`src/verilog/asx_params.svh`:
```
// Constants for the addressed serial port expander
`ifndef ASX_PARAMS_SVH
`define ASX_PARAMS_SVH
`define ASX_ADDR_BITS   5
`define ASX_PORT_BITS   8
`define ASX_CNT_BITS    8
`define ASX_CNT_ADDR    8'h05
`define ASX_CNT_ACK     8'h08
`define ASX_CNT_CMD     8'h08
`define ASX_CNT_LAST    8'h10
`define ASX_CNT_FULL    8'h10
`define ASX_CNT_MAX     8'hFF
`define ASX_LATCH_RST   8'hFF
`endif

```
`src/verilog/asx_pkg.sv`:
```
// Types for the addressed serial port expander
package asx_pkg;
  typedef enum logic [1:0] {
    ASX_IDLE,
    ASX_SHIFT,
    ASX_HALT
  } asx_state_type;
endpackage

```
`src/verilog/asx_expander.sv`:
```
// Addressed serial port expander, device side
// Behaviour
// - In reset, port drivers off and serial_out high with pull-down off.
// - Access runs from select fall to select rise; respond only while low.
// - At select fall capture the eight port pin levels for output.
// - Clock rises 1-16 in access shift serial_in; rises are counted up to 255.
// - serial_out goes low only on clock falls; high unless acknowledging or shifting data.
// - Frame is 16 bits: address and command, then data byte.
// - After five address bits compare with strap; act only on match.
// - Strap input reads 1 when tied high, 0 when tied low.
// - On match drive acknowledge low at eighth clock fall; else stay high.
// - Match with command not all ones: serial_out high at ninth rise.
// - Match and all ones: shift captured byte out, top pin first, falls 9-16.
// - Beyond sixteen edges only the counter keeps counting.
// - At select rise serial_out high; latch data only if count is 16.
// - Count not 16 at select rise: latch kept, counter cleared, ready again.
// - Counter cleared at every select rise.
// - Port pins driven with inverted data; sampled levels returned uninverted.
// - Pin driving low is an input with pull-down; write 1 for input.
`include "asx_params.svh"
module asx_expander #(
  parameter int ADDR_BITS = `ASX_ADDR_BITS,
  parameter int PORT_BITS = `ASX_PORT_BITS
) (
  input  wire logic                 mclk,
  input  wire logic                 arst_n,
  input  wire logic                 access_select_n,
  input  wire logic                 serial_clk,
  input  wire logic                 serial_in,
  input  wire logic [ADDR_BITS-1:0] addr_strap,
  input  wire logic [PORT_BITS-1:0] port_pins_in,
  output logic      [PORT_BITS-1:0] port_pins_out,
  output logic      [PORT_BITS-1:0] port_pins_oe,
  output logic                      serial_out,
  output logic                      serial_out_oe
);

  // ***********************************************
  // Input synchronisers
  // ***********************************************
  logic                 sel_s1_ff;
  logic                 sel_s2_ff;
  logic                 sel_d_ff;
  logic                 clk_s1_ff;
  logic                 clk_s2_ff;
  logic                 clk_d_ff;
  logic                 din_s1_ff;
  logic                 din_s2_ff;
  logic [ADDR_BITS-1:0] strap_s1_ff;
  logic [ADDR_BITS-1:0] strap_s2_ff;
  logic [PORT_BITS-1:0] pin_s1_ff;
  logic [PORT_BITS-1:0] pin_s2_ff;

  always_ff @(posedge mclk or negedge arst_n) begin
    if (!arst_n) begin
      sel_s1_ff   <= 1'b1;
      sel_s2_ff   <= 1'b1;
      sel_d_ff    <= 1'b1;
      clk_s1_ff   <= 1'b0;
      clk_s2_ff   <= 1'b0;
      clk_d_ff    <= 1'b0;
      din_s1_ff   <= 1'b1;
      din_s2_ff   <= 1'b1;
      strap_s1_ff <= '0;
      strap_s2_ff <= '0;
      pin_s1_ff   <= '0;
      pin_s2_ff   <= '0;
    end else begin
      sel_s1_ff   <= access_select_n;
      sel_s2_ff   <= sel_s1_ff;
      sel_d_ff    <= sel_s2_ff;
      clk_s1_ff   <= serial_clk;
      clk_s2_ff   <= clk_s1_ff;
      clk_d_ff    <= clk_s2_ff;
      din_s1_ff   <= serial_in;
      din_s2_ff   <= din_s1_ff;
      strap_s1_ff <= addr_strap;
      strap_s2_ff <= strap_s1_ff;
      pin_s1_ff   <= port_pins_in;
      pin_s2_ff   <= pin_s1_ff;
    end
  end

  // ***********************************************
  // Edge detection
  // ***********************************************
  logic sel_fall;
  logic sel_rise;
  logic active;
  logic clk_rise;
  logic clk_fall;

  assign active   = !sel_s2_ff && !sel_d_ff;
  assign sel_fall = !sel_s2_ff && sel_d_ff;
  assign sel_rise = sel_s2_ff && !sel_d_ff;
  assign clk_rise = active && clk_s2_ff && !clk_d_ff;
  assign clk_fall = active && !clk_s2_ff && clk_d_ff;

  // ***********************************************
  // Counter and input shift register
  // ***********************************************
  logic [`ASX_CNT_BITS-1:0] cnt_ff;
  logic [15:0]              rx_ff;

  always_ff @(posedge mclk or negedge arst_n) begin
    if (!arst_n) begin
      cnt_ff <= '0;
    end else if (sel_rise || sel_fall) begin
      cnt_ff <= '0;
    end else if (clk_rise && cnt_ff != `ASX_CNT_MAX) begin
      cnt_ff <= cnt_ff + 8'h01;
    end
  end

  always_ff @(posedge mclk or negedge arst_n) begin
    if (!arst_n) begin
      rx_ff <= '0;
    end else if (clk_rise && cnt_ff < `ASX_CNT_LAST) begin
      rx_ff <= {rx_ff[14:0], din_s2_ff};
    end
  end

  // ***********************************************
  // Address and command decode
  // ***********************************************
  logic addr_match_ff;
  logic cmd_ok_ff;

  always_ff @(posedge mclk or negedge arst_n) begin
    if (!arst_n) begin
      addr_match_ff <= 1'b0;
    end else if (sel_fall) begin
      addr_match_ff <= 1'b0;
    end else if (clk_rise && cnt_ff == `ASX_CNT_ADDR) begin
      addr_match_ff <= (rx_ff[4:0] == strap_s2_ff);
    end
  end

  // Command field decode, used by several blocks
  function automatic logic cmd_all_ones(input logic [2:0] cmd);
    return (cmd == 3'h7);
  endfunction

  // command bits are frame bits 6..8
  always_ff @(posedge mclk or negedge arst_n) begin
    if (!arst_n) begin
      cmd_ok_ff <= 1'b0;
    end else if (sel_fall) begin
      cmd_ok_ff <= 1'b0;
    end else if (clk_rise && cnt_ff == `ASX_CNT_CMD) begin
      cmd_ok_ff <= cmd_all_ones(rx_ff[2:0]);
    end
  end

  // ***********************************************
  // Serial output sequencer
  // ***********************************************
  asx_pkg::asx_state_type   state_ff;
  logic [PORT_BITS-1:0]     tx_ff;
  logic                     so_ff;

  always_ff @(posedge mclk or negedge arst_n) begin
    if (!arst_n) begin
      tx_ff <= '0;
    end else if (sel_fall) begin
      tx_ff <= pin_s2_ff;
    end else if (clk_fall && state_ff == asx_pkg::ASX_SHIFT) begin
      tx_ff <= {tx_ff[PORT_BITS-2:0], 1'b0};
    end
  end

  always_ff @(posedge mclk or negedge arst_n) begin
    if (!arst_n) begin
      state_ff <= asx_pkg::ASX_IDLE;
    end else if (sel_rise || sel_fall) begin
      state_ff <= asx_pkg::ASX_IDLE;
    end else begin
      case (state_ff)
        asx_pkg::ASX_IDLE: begin
          if (clk_rise && cnt_ff == `ASX_CNT_CMD && addr_match_ff) begin
            state_ff <= cmd_all_ones(rx_ff[2:0]) ? asx_pkg::ASX_SHIFT
                                                 : asx_pkg::ASX_HALT;
          end
        end
        asx_pkg::ASX_SHIFT: begin
          if (clk_rise && cnt_ff == `ASX_CNT_LAST) begin
            state_ff <= asx_pkg::ASX_HALT;
          end
        end
        asx_pkg::ASX_HALT: state_ff <= asx_pkg::ASX_HALT;
        default:           state_ff <= asx_pkg::ASX_IDLE;
      endcase
    end
  end

  always_ff @(posedge mclk or negedge arst_n) begin
    if (!arst_n) begin
      so_ff <= 1'b1;
    end else if (sel_rise || sel_fall) begin
      so_ff <= 1'b1;
    // forced high at ninth rise on bad command
    end else if (clk_rise && cnt_ff == `ASX_CNT_CMD
                 && addr_match_ff && !cmd_all_ones(rx_ff[2:0])) begin
      so_ff <= 1'b1;
    end else if (clk_fall && cnt_ff == `ASX_CNT_ACK && addr_match_ff) begin
      so_ff <= 1'b0;
    end else if (clk_fall && state_ff == asx_pkg::ASX_SHIFT) begin
      so_ff <= tx_ff[PORT_BITS-1];
    end else if (clk_fall) begin
      so_ff <= 1'b1;
    end
  end

  assign serial_out    = so_ff;
  assign serial_out_oe = !so_ff;

  // ***********************************************
  // Output latch
  // ***********************************************
  logic [PORT_BITS-1:0] latch_ff;

  always_ff @(posedge mclk or negedge arst_n) begin
    if (!arst_n) begin
      latch_ff <= `ASX_LATCH_RST;
    // latch only on full valid frame
    end else if (sel_rise && cnt_ff == `ASX_CNT_FULL
                 && addr_match_ff && cmd_ok_ff) begin
      latch_ff <= rx_ff[PORT_BITS-1:0];
    end
  end

  genvar gi;
  generate
    for (gi = 0; gi < PORT_BITS; gi++) begin : g_pin
      assign port_pins_out[gi] = !latch_ff[gi];
      assign port_pins_oe[gi]  = !latch_ff[gi];
    end
  endgenerate
endmodule

```
`config.mk`:
```
export PLATFORM = sky130hd
export DESIGN_NAME = asx_expander
export DESIGN_NICKNAME = d
export VERILOG_FILES = /design/src/verilog/asx_pkg.sv /design/src/verilog/asx_expander.sv
export VERILOG_INCLUDE_DIRS = /design/src /design/src/verilog
export SDC_FILE = /design/constraint.sdc
export NUM_CORES = 1
export LEC_CHECK = 0
export ABC_AREA = 1
export BUFFER_PORTS_ARGS = -buffer_cell sky130_fd_sc_hd__buf_2
export CORE_ASPECT_RATIO = 1.75
export CORE_MARGIN = 4
export CORE_UTILIZATION = 51
export DETAILED_ROUTE_END_ITERATION = 16
export PLACE_DENSITY = 0.71
export SYNTH_ARGS = -nofsm -noshare
export SYNTH_HDL_FRONTEND = slang
export SYNTH_SLANG_ARGS = --single-unit
```
`constraint.sdc`:
```
create_clock -name mclk -period 3.23 [get_ports mclk]
set_input_delay 0.1615 -clock mclk [delete_from_list [all_inputs] [get_ports mclk]]
set_output_delay 0.1615 -clock mclk [all_outputs]
set_load 0.02 [all_outputs]
```
After elaboration in Yosys (flattened, before gate mapping)
Cells that the tools add are included.
{"block": "classes", "n_addsub": 1, "magnitude_cmp": 1, "eq_ne": 10, "mux": 18, "n_reduce_logical": 42}
{"op": "two-way mux 8 bit", "n": 4}
{"op": "logical AND 1 bit", "n": 20}
{"op": "logical NOT 1 bit", "n": 14}
{"op": "two-way mux 1 bit", "n": 9}
{"op": "adder 8 x 1 -> 8 bit (second input constant)", "n": 1}
{"op": "== test 8 x 3 -> 1 bit (second input constant)", "n": 1}
{"op": "== test 8 x 4 -> 1 bit (second input constant)", "n": 1}
{"op": "== test 8 x 5 -> 1 bit (second input constant)", "n": 1}
{"op": "less-than comparator 8 x 5 -> 1 bit (second input constant)", "n": 1}
{"op": "two-way mux 2 bit", "n": 4}
{"op": "inequality test 8 bit (second input constant)", "n": 1}
{"op": "nonzero test 2 bit", "n": 4}
{"op": "case mux 2 bit (3 select lines)", "n": 1}
{"op": "== test 5 bit", "n": 1}
{"op": "nonzero test 5 bit", "n": 1}
{"op": "== test 3 bit (second input constant)", "n": 1}
{"op": "inequality test 3 x 2 -> 1 bit (second input constant)", "n": 1}
{"op": "inequality test 3 bit (second input constant)", "n": 1}
{"op": "== test 2 x 1 -> 1 bit (second input constant)", "n": 1}
{"op": "== test 2 bit (second input constant)", "n": 1}
{"op": "logical NOT 2 bit", "n": 1}
{"op": "AND reduction 2 bit", "n": 1}
{"op": "logical OR 1 bit", "n": 1}
{"block": "word_totals", "reg_bits": 71, "in_bits": 18, "word_cells": 92}

Depth between registers and ports, before layout
Gate-level depths: netlist of the first run.
{"block": "logic_depth", "depth_word": 9, "mapped_depth": 9}

Worst setup path after synthesis of the first run
OpenSTA, ideal clock, no wires.
{"block": "synth_timing", "path_kind": "reg2reg", "startpoint": "register sel_s2_ff", "endpoint": "register state_ff[0]", "arrival_time_ns": 1.475, "required_time_ns": 3.113, "path_slack_ns": 1.639, "path_stages_with_launch": 10, "path_cell_list": "dfstp_2 inv_1 ha_1 clkinv_1 nand2_1 inv_1 nand2_1 nand2_1 nand2_1 nand2_1"}
{"block": "synth_between", "elab_chain_cells": 8, "word_cells_on_any_way": 14, "classes_between": "eq/ne (2); mux (1); reduce/logical (11)"}
{"element": "start: declaration", "line_no": "asx_expander.sv:42", "rtl": "logic sel_s2_ff;"}
{"element": "start signal: assignment", "line_no": "asx_expander.sv:70", "rtl": "sel_s2_ff <= sel_s1_ff;"}
{"element": "logical NOT 1 bit", "line_no": "asx_expander.sv:93, asx_expander.sv:94"}
{"element": "logical AND 1 bit", "line_no": "asx_expander.sv:93", "rtl": "assign active = !sel_s2_ff && !sel_d_ff;"}
{"element": "logical AND 1 bit (2 in a row)", "line_no": "asx_expander.sv:96", "rtl": "assign clk_rise = active && clk_s2_ff && !clk_d_ff;"}
{"element": "logical AND 1 bit (no source line)"}
{"element": "logical AND 1 bit", "line_no": "asx_expander.sv:180", "rtl": "if (clk_rise && cnt_ff == `ASX_CNT_CMD && addr_match_ff) begin"}
{"element": "inequality test 3 bit (no source line)"}
{"element": "AND reduction 2 bit (no source line)"}
{"element": "end signal: assignment", "line_no": "asx_expander.sv:181", "rtl": "state_ff <= cmd_all_ones(rx_ff[2:0]) ? asx_pkg::ASX_SHIFT"}
{"element": "end signal: assignment", "line_no": "asx_expander.sv:187", "rtl": "state_ff <= asx_pkg::ASX_HALT;"}
{"element": "end signal: assignment", "line_no": "asx_expander.sv:190", "rtl": "asx_pkg::ASX_HALT: state_ff <= asx_pkg::ASX_HALT;"}
{"element": "end: declaration", "line_no": "asx_expander.sv:158", "rtl": "asx_pkg::asx_state_type state_ff;"}
Parallel ways exist; a longest one is shown, timed or not.
A chain may end at the register's enable or synchronous reset.

Worst setup path after layout of the first run
Ends and elaborated chain as after synthesis.

==> results of run 1 <==
==> sequential cells by signal (all words and copies together), names as in the netlist <==
signal / count
addr_match_ff: 1
clk_d_ff: 1
clk_s1_ff: 1
clk_s2_ff: 1
cmd_ok_ff: 1
cnt_ff: 8
din_s1_ff: 1
din_s2_ff: 1
latch_ff: 8
pin_s1_ff: 8
pin_s2_ff: 8
rx_ff: 8
sel_d_ff: 1
sel_s1_ff: 1
sel_s2_ff: 1
serial_out: 1
state_ff: 2
strap_s1_ff: 5
strap_s2_ff: 5
tx_ff: 8
==> metrics by stage <==
| step | instances | hold slack (ns) | power (uW) |
|---|---|---|---|
| global route | 453 | 0.0588 | 1880 |
| global placement | 421 | 0.267 | 1150 |
| finish | 453 | -0.0118 | 1780 |
| detailed placement | 421 | 0.268 | 1160 |
| floorplan | 321 | -0.134 | 1100 |
| CTS | 453 | 0.0154 | 1810 |
==> final cells by class <==
class | instances | area, um^2
Tap cell | 76 | 95.1
Sequential cell | 71 | 1790
Inverter | 50 | 189
Clock buffer | 10 | 138
Multi-Input combinational cell | 188 | 943
Clock inverter | 6 | 43.8
Timing Repair Buffer | 52 | 343
Fill cell | 506 | 2130
==> Yosys cell counts (2+ instances only) <==
| library cell | number | share of area |
|---|---|---|
| nor2_1 | 23 | 0.029 |
| nand2_2 | 3 | 0.0062 |
| nor2_2 | 2 | 0.0041 |
| buf_4 | 8 | 0.020 |
| xor2_1 | 2 | 0.0058 |
| inv_1 | 47 | 0.058 |
| o21ai_0 | 18 | 0.030 |
| nand3_2 | 2 | 0.0066 |
| ha_1 | 9 | 0.037 |
| o21ai_2 | 8 | 0.023 |
| nand4_1 | 4 | 0.0083 |
| dfrtp_1 | 57 | 0.47 |
| nand2_1 | 85 | 0.11 |
| nand3_1 | 24 | 0.040 |
| buf_6 | 2 | 0.0075 |
| dfstp_2 | 14 | 0.12 |
| a21oi_1 | 5 | 0.0083 |
==> layout by cell type, fill, tap and decap left out, types with 3 or more instances in the layout <==
cell | synthesis | final
a21oi_1 | 5 | 5
buf_2 | 1 | 35
clkbuf_8 | 0 | 10
clkinv_2 | 1 | 3
dfrtp_1 | 57 | 57
dfstp_2 | 14 | 14
dlygate4sd3_1 | 0 | 16
ha_1 | 9 | 9
inv_1 | 47 | 47
nand2_1 | 85 | 85
nand2_2 | 3 | 3
nand3_1 | 24 | 24
nand4_1 | 4 | 4
nor2_1 | 23 | 23
o21ai_0 | 18 | 18
o21ai_2 | 8 | 8
==> layer usage <==
metal  up-vias  share of wire  track usage
met5         -              0            0
met4         0          0.020       0.0872
met3        10          0.043       0.0460
met2        43           0.53        0.283
met1      1012           0.41        0.175
li1       1087              -            -
==> final timing paths <==
kind	from	end	slack, ns	cells past startpoint
max reg2reg	sel_s2_ff$_DFF_PN1_	state_ff[0]$_DFFE_PN0P_	1.32	9
min	arst_n	cnt_ff[6]$_DFFE_PN0P_	-0.01	1
max	sel_s2_ff$_DFF_PN1_	state_ff[0]$_DFFE_PN0P_	1.32	9
max in group asynchronous	arst_n	din_s2_ff$_DFF_PN1_	2.31	2
min in group mclk	strap_s1_ff[2]$_DFF_PN0_	strap_s2_ff[2]$_DFF_PN0_	0.35	0
min reg2reg	strap_s1_ff[2]$_DFF_PN0_	strap_s2_ff[2]$_DFF_PN0_	0.35	0
==> power breakdown <==
part	total [uW]	switching [uW]	internal [uW]	leakage [uW]
logic	168	103	65.1	0.000757
clock network	629	327	302	0.0000926
registers	985	35.7	949	0.000857
==> cells by family after synthesis <==
group,after synthesis
buf+inv,62
fa+ha+maj,9
simple gates,145
flops,71
compound gates,32
xor+xnor,2
==> impl_metrics.json, run 1 <==
{
  "failing_checks": "negative hold slack",
  "synth_simple_gate_area_share": 0.205,
  "drc": 0,
  "postRouteAntennaNets": 0,
  "cts_hold_repair.buffers": 16,
  "detailed_place_hpwl_um": 3670,
  "worst-slew-pin-transition_ns": 0.990,
  "synth_adder_area_share": 0.0373,
  "die_w_um": 66.2,
  "warning_count_from_the_yosys_run": 0,
  "cts_root_buf": "clkbuf_8",
  "post_synth.cell_area_avg_um2": 9.40,
  "avgRoutedWirePerCell_um": 11.3,
  "htree_levels": 3,
  "power.static_leakage_uw": 0.00171,
  "worst_clock_skew_ns": 0.00697,
  "areaGrowthSynthToFinish_pct": 17.5,
  "ctsResizeCount": 0,
  "largest_net_degree_at_the_start_of_global_routing": 47,
  "floorplan.io_pins": 36,
  "grt_overflow_total": 0,
  "die_area_um2": 7260,
  "die_height_um": 110,
  "post_drt_via_cell_ratio": 4.75,
  "worst_path_dominant_cell_family": "simple AND/OR/NAND/NOR gates",
  "arrival_ns": 2.14,
  "core_area_um2": 5680,
  "crit_path_frequent_cell": "nand2_1",
  "antenna_found_initial": 0,
  "placement_rows": 36,
  "dpl-instance-area_um2": 3200,
  "synthArstFlopShare": 1.00,
  "drc_violation_total_after_the_first_tritonroute_iteration": 65,
  "outcome": "finished with violations",
  "max_freq_mhz": 523,
  "count_of_input_and_output_buffers": 35,
  "worstSetupStartpointType": "flop",
  "ir_worst_vdd_uv": 332,
  "dp_slack_ns": 1.32,
  "setup_tns_ns": 0,
  "clock_sinks": 71,
  "final_util": 0.625,
  "finalHoldWorstSlack_ns": -0.0118,
  "min_path_type": "primary input to async pin",
  "max_cap_viols": 0,
  "synth_compound_area_frac": 0.0643,
  "cts.path.max_buffers": 2,
  "synth.area.mux_share": 0,
  "synth-seq-cells": 71,
  "mappedNetlistNets": 348,
  "p_per_area_nw_per_um2": 503,
  "critPathSlowestCell": "nor2_2",
  "final_layout_size_suffix_gt1_frac": 0.225,
  "ys_types": 25,
  "detailedRoute.firstPassIterationCount": 6,
  "worst_slew_margin_rel": 0.340,
  "wire_length_of_the_first_global_routing_pass_um": 8860,
  "synthFlopType": "dfrtp_1",
  "tritoncts": "yes",
  "drt_wl_total_um": 5130,
  "grtUsageTotal": 0.163,
  "synthCells": 321,
  "grt_pass1_vias": 2122,
  "antenna_cells_inserted": 0,
  "report.final.setup_viol": 0,
  "synth-xor-area-share": 0.00580,
  "detailroute.via_count": 2152,
  "slew_viol_final": 0,
  "worst_slack_ns": 1.32,
  "synth_seq_area_share": 0.595,
  "report.final.hold_viol_count": 20,
  "largest_family_of_logic_cells_by_synthesized_area": "simple AND/OR/NAND/NOR gates",
  "synth_enable_flop_cells": 0,
  "cp.buffers_inverters": 1,
  "crit_path_max_incr_delay_ns": 0.60,
  "clock_latency_ns": 0.34,
  "cts.repair_timing.setup_buffer_count": 0,
  "worst_setup_hold_path_clk_slew_ns": 0.08,
  "final_period_minus_worst_setup_slack_ns": 1.91,
  "worst_setup_path_end_kind": "flop",
  "critPathRequiredTime_ns": 3.46,
  "fin_area_um2": 3550,
  "critical_path.cell_chain": "inv_1, ha_1, nand3_1, nor2_2, nand2_1, nand2_1, nand2_1, nand2_1, nand2_1",
  "worstSetupPathType": "flop to flop",
  "timing.final.crit_share": 0.592,
  "cts_made_buffers": 9,
  "critical_path_peak_fanout": 21,
  "initial_utilization": 0.532,
  "num-nets-final": 399,
  "syn_area_um2": 3020,
  "setup_repair_after_global_routing_missed_its_margin": "no",
  "globalplace.congestion": 0.847
}
No activity file was read; power rests on OpenSTA's default activity.
==> inputs of run 2 (changes only) <==
Settings changed: PLACE_DENSITY 0.71 to 0.74.
Clock period 3.23 ns to 1.5 ns, I/O delays scaled along.
==> run 2 against run 1 <==
The flow now finishes without violations. Maximum frequency rose by 28%. Global-route usage grew 0.48 points. Cell area rose by 8.1%. Cell count grew 2.4%. Sequential power grew 120%. Critical path type unchanged. Critical endpoint is now state_ff[1]$_DFFE_PN0P_. Largest power group unchanged.
==> impl_metrics.json, run 2 (synthesized netlist as in run 1, its figures left out) <==
{
  "wire_length_of_the_first_global_routing_pass_um": 9000,
  "num-nets-final": 410,
  "drc": 0,
  "setup_repair_after_global_routing_missed_its_margin": "yes",
  "slew_viol_final": 0,
  "crit_path_max_incr_delay_ns": 0.55,
  "fin_area_um2": 3830,
  "critical_path_peak_fanout": 4,
  "antenna_found_initial": 0,
  "drt_wl_total_um": 5510,
  "grt_pass1_vias": 2104,
  "htree_levels": 3,
  "fill_cells": 450,
  "final_period_minus_worst_setup_slack_ns": 1.49,
  "arrival_ns": 1.78,
  "timing.final.crit_share": 0.993,
  "die_w_um": 66.2,
  "cts.path.max_buffers": 2,
  "die_area_um2": 7260,
  "cts_made_buffers": 9,
  "critical_path.cell_chain": "inv_1, ha_4, or2_2, nor2_2, nand3_1, nand2_1",
  "p_per_area_nw_per_um2": 1180,
  "antenna_cells_inserted": 0,
  "drc_violation_total_after_the_first_tritonroute_iteration": 115,
  "worst_setup_hold_path_clk_slew_ns": 0.07,
  "most-common-layout-cells": "83 x nand2_1, 57 x dfrtp_1, 44 x inv_1",
  "areaGrowthSynthToFinish_pct": 27.0,
  "initial_utilization": 0.532,
  "placement_rows": 36,
  "post_drt_via_cell_ratio": 4.70,
  "clock_sinks": 71,
  "count_of_input_and_output_buffers": 35,
  "dpl-instance-area_um2": 3300,
  "worst_slew_margin_rel": 0.756,
  "outcome": "finished clean",
  "avgRoutedWirePerCell_um": 11.9,
  "floorplan.io_pins": 36,
  "postRouteAntennaNets": 0,
  "timing.rr.start": "sel_s2_ff$_DFF_PN1_",
  "worstSetupPathType": "flop to flop",
  "worstSetupStartpointType": "flop",
  "grtUsageTotal": 0.168,
  "critPathSlowestCell": "dfstp_2",
  "area_taken_by_multi_input_logic_gates_um2": 1000,
  "max_cap_viols": 0,
  "core_area_um2": 5680,
  "terminus_of_the_critical_flop_to_flop_path": "state_ff[1]$_DFFE_PN0P_",
  "power.static_leakage_uw": 0.00182,
  "grt_overflow_total": 0,
  "worst_slack_ns": 0.0112,
  "commonest_non_fill_non_tap_cell_in_the_layout": "nand2_1",
  "critPathRequiredTime_ns": 1.79,
  "detailroute.via_count": 2182,
  "detailed_place_hpwl_um": 3710,
  "register_area_um2": 1790,
  "worst-r2r-setup-slack_ns": 0.01,
  "largest_net_degree_at_the_start_of_global_routing": 72,
  "p_total_uw": 4530,
  "final_util": 0.675,
  "ir_worst_vdd_uv": 982,
  "setup.worst_path.start": "sel_s2_ff$_DFF_PN1_",
  "report.final.hold_viol_count": 0,
  "min_path_type": "primary input to async pin",
  "max_freq_mhz": 672,
  "clock_latency_ns": 0.35,
  "cts_root_buf": "clkbuf_8",
  "final_layout_size_suffix_gt1_frac": 0.284,
  "dp_slack_ns": 0.0155,
  "detailedRoute.firstPassIterationCount": 4,
  "report.final.setup_viol": 0,
  "globalplace.congestion": 0.931,
  "worst_setup_path_end_kind": "flop",
  "tritoncts": "yes",
  "worst-slew-pin-transition_ns": 0.366,
  "die_height_um": 110,
  "worst_clock_skew_ns": 0.00840,
  "worst-r2r-cell-count": 6
}
## run 2: cell count changes in the layout (fill, tap and decap cells not counted), moves of 3 or more
cell / delta
nor2_1: -6
buf_12: +3
buf_4: +6
inv_1: -3
bufinv_16: +4
nor2_2: +5
inv_2: +3
## run 2: how the worst max path moves through the flow
stage | endpoint | slack [ns] | cells past startpoint
after CTS | state_ff[1]$_DFFE_PN0P_ | 0.006 | 6
after global routing | tx_ff[6]$_DFFE_PN0P_ | -0.04 | 5
after floorplan | state_ff[0]$_DFFE_PN0P_ | 0.06 | 9
after global placement | state_ff[1]$_DFFE_PN0P_ | 0.05 | 6
after detailed placement | state_ff[1]$_DFFE_PN0P_ | 0.02 | 6
final | state_ff[1]$_DFFE_PN0P_ | 0.01 | 6
## run 2: stage by stage
step	TNS, ns	hold slack [ns]	instances
after floorplan	0	-0.221	321
after global placement	0	0.118	427
after detailed placement	0	0.126	427
after CTS	0	0.278	460
after global routing	-0.144	0.299	464
final	0	0.266	464
## run 2: routing by layer
layer  up-vias  share of wire  global-route usage
met5         -              0                   0
met4         0          0.027              0.0974
met3        14          0.030              0.0440
met2        32           0.55               0.288
met1      1028           0.39               0.182
li1       1108              -                   -
## run 2: area by class of cell
cell class / instances / area share
clock buffers: 9 / 0.0323
clock inverters: 7 / 0.0379
flip-flops and latches: 71 / 0.468
inverters: 50 / 0.0499
repair buffers: 63 / 0.126
multi-input cells: 188 / 0.261
well taps: 76 / 0.0248
## run 2: critical path: cells and delay by family (launching register included)
family	cells	cell delay (ns)
buffers and inverters	1	0.08
AND/OR/NAND/NOR	4	0.57
flip-flops	1	0.55
adder cells (fa/ha/maj)	1	0.24
## run 2: timing repair
action,4_1_cts,5_1_grt
gates cloned,0,1
buffers inserted,0,3
hold buffers,17,0
endpoints found under the setup margin,1,24
hold endpoints to repair,73,0
resized for setup,2,16
pin swaps,0,4
## run 2: power by group
part           switching (uW)  internal, uW
logic                     246           176
clock network             708          1280
registers                80.7          2040
total                    1030          3500
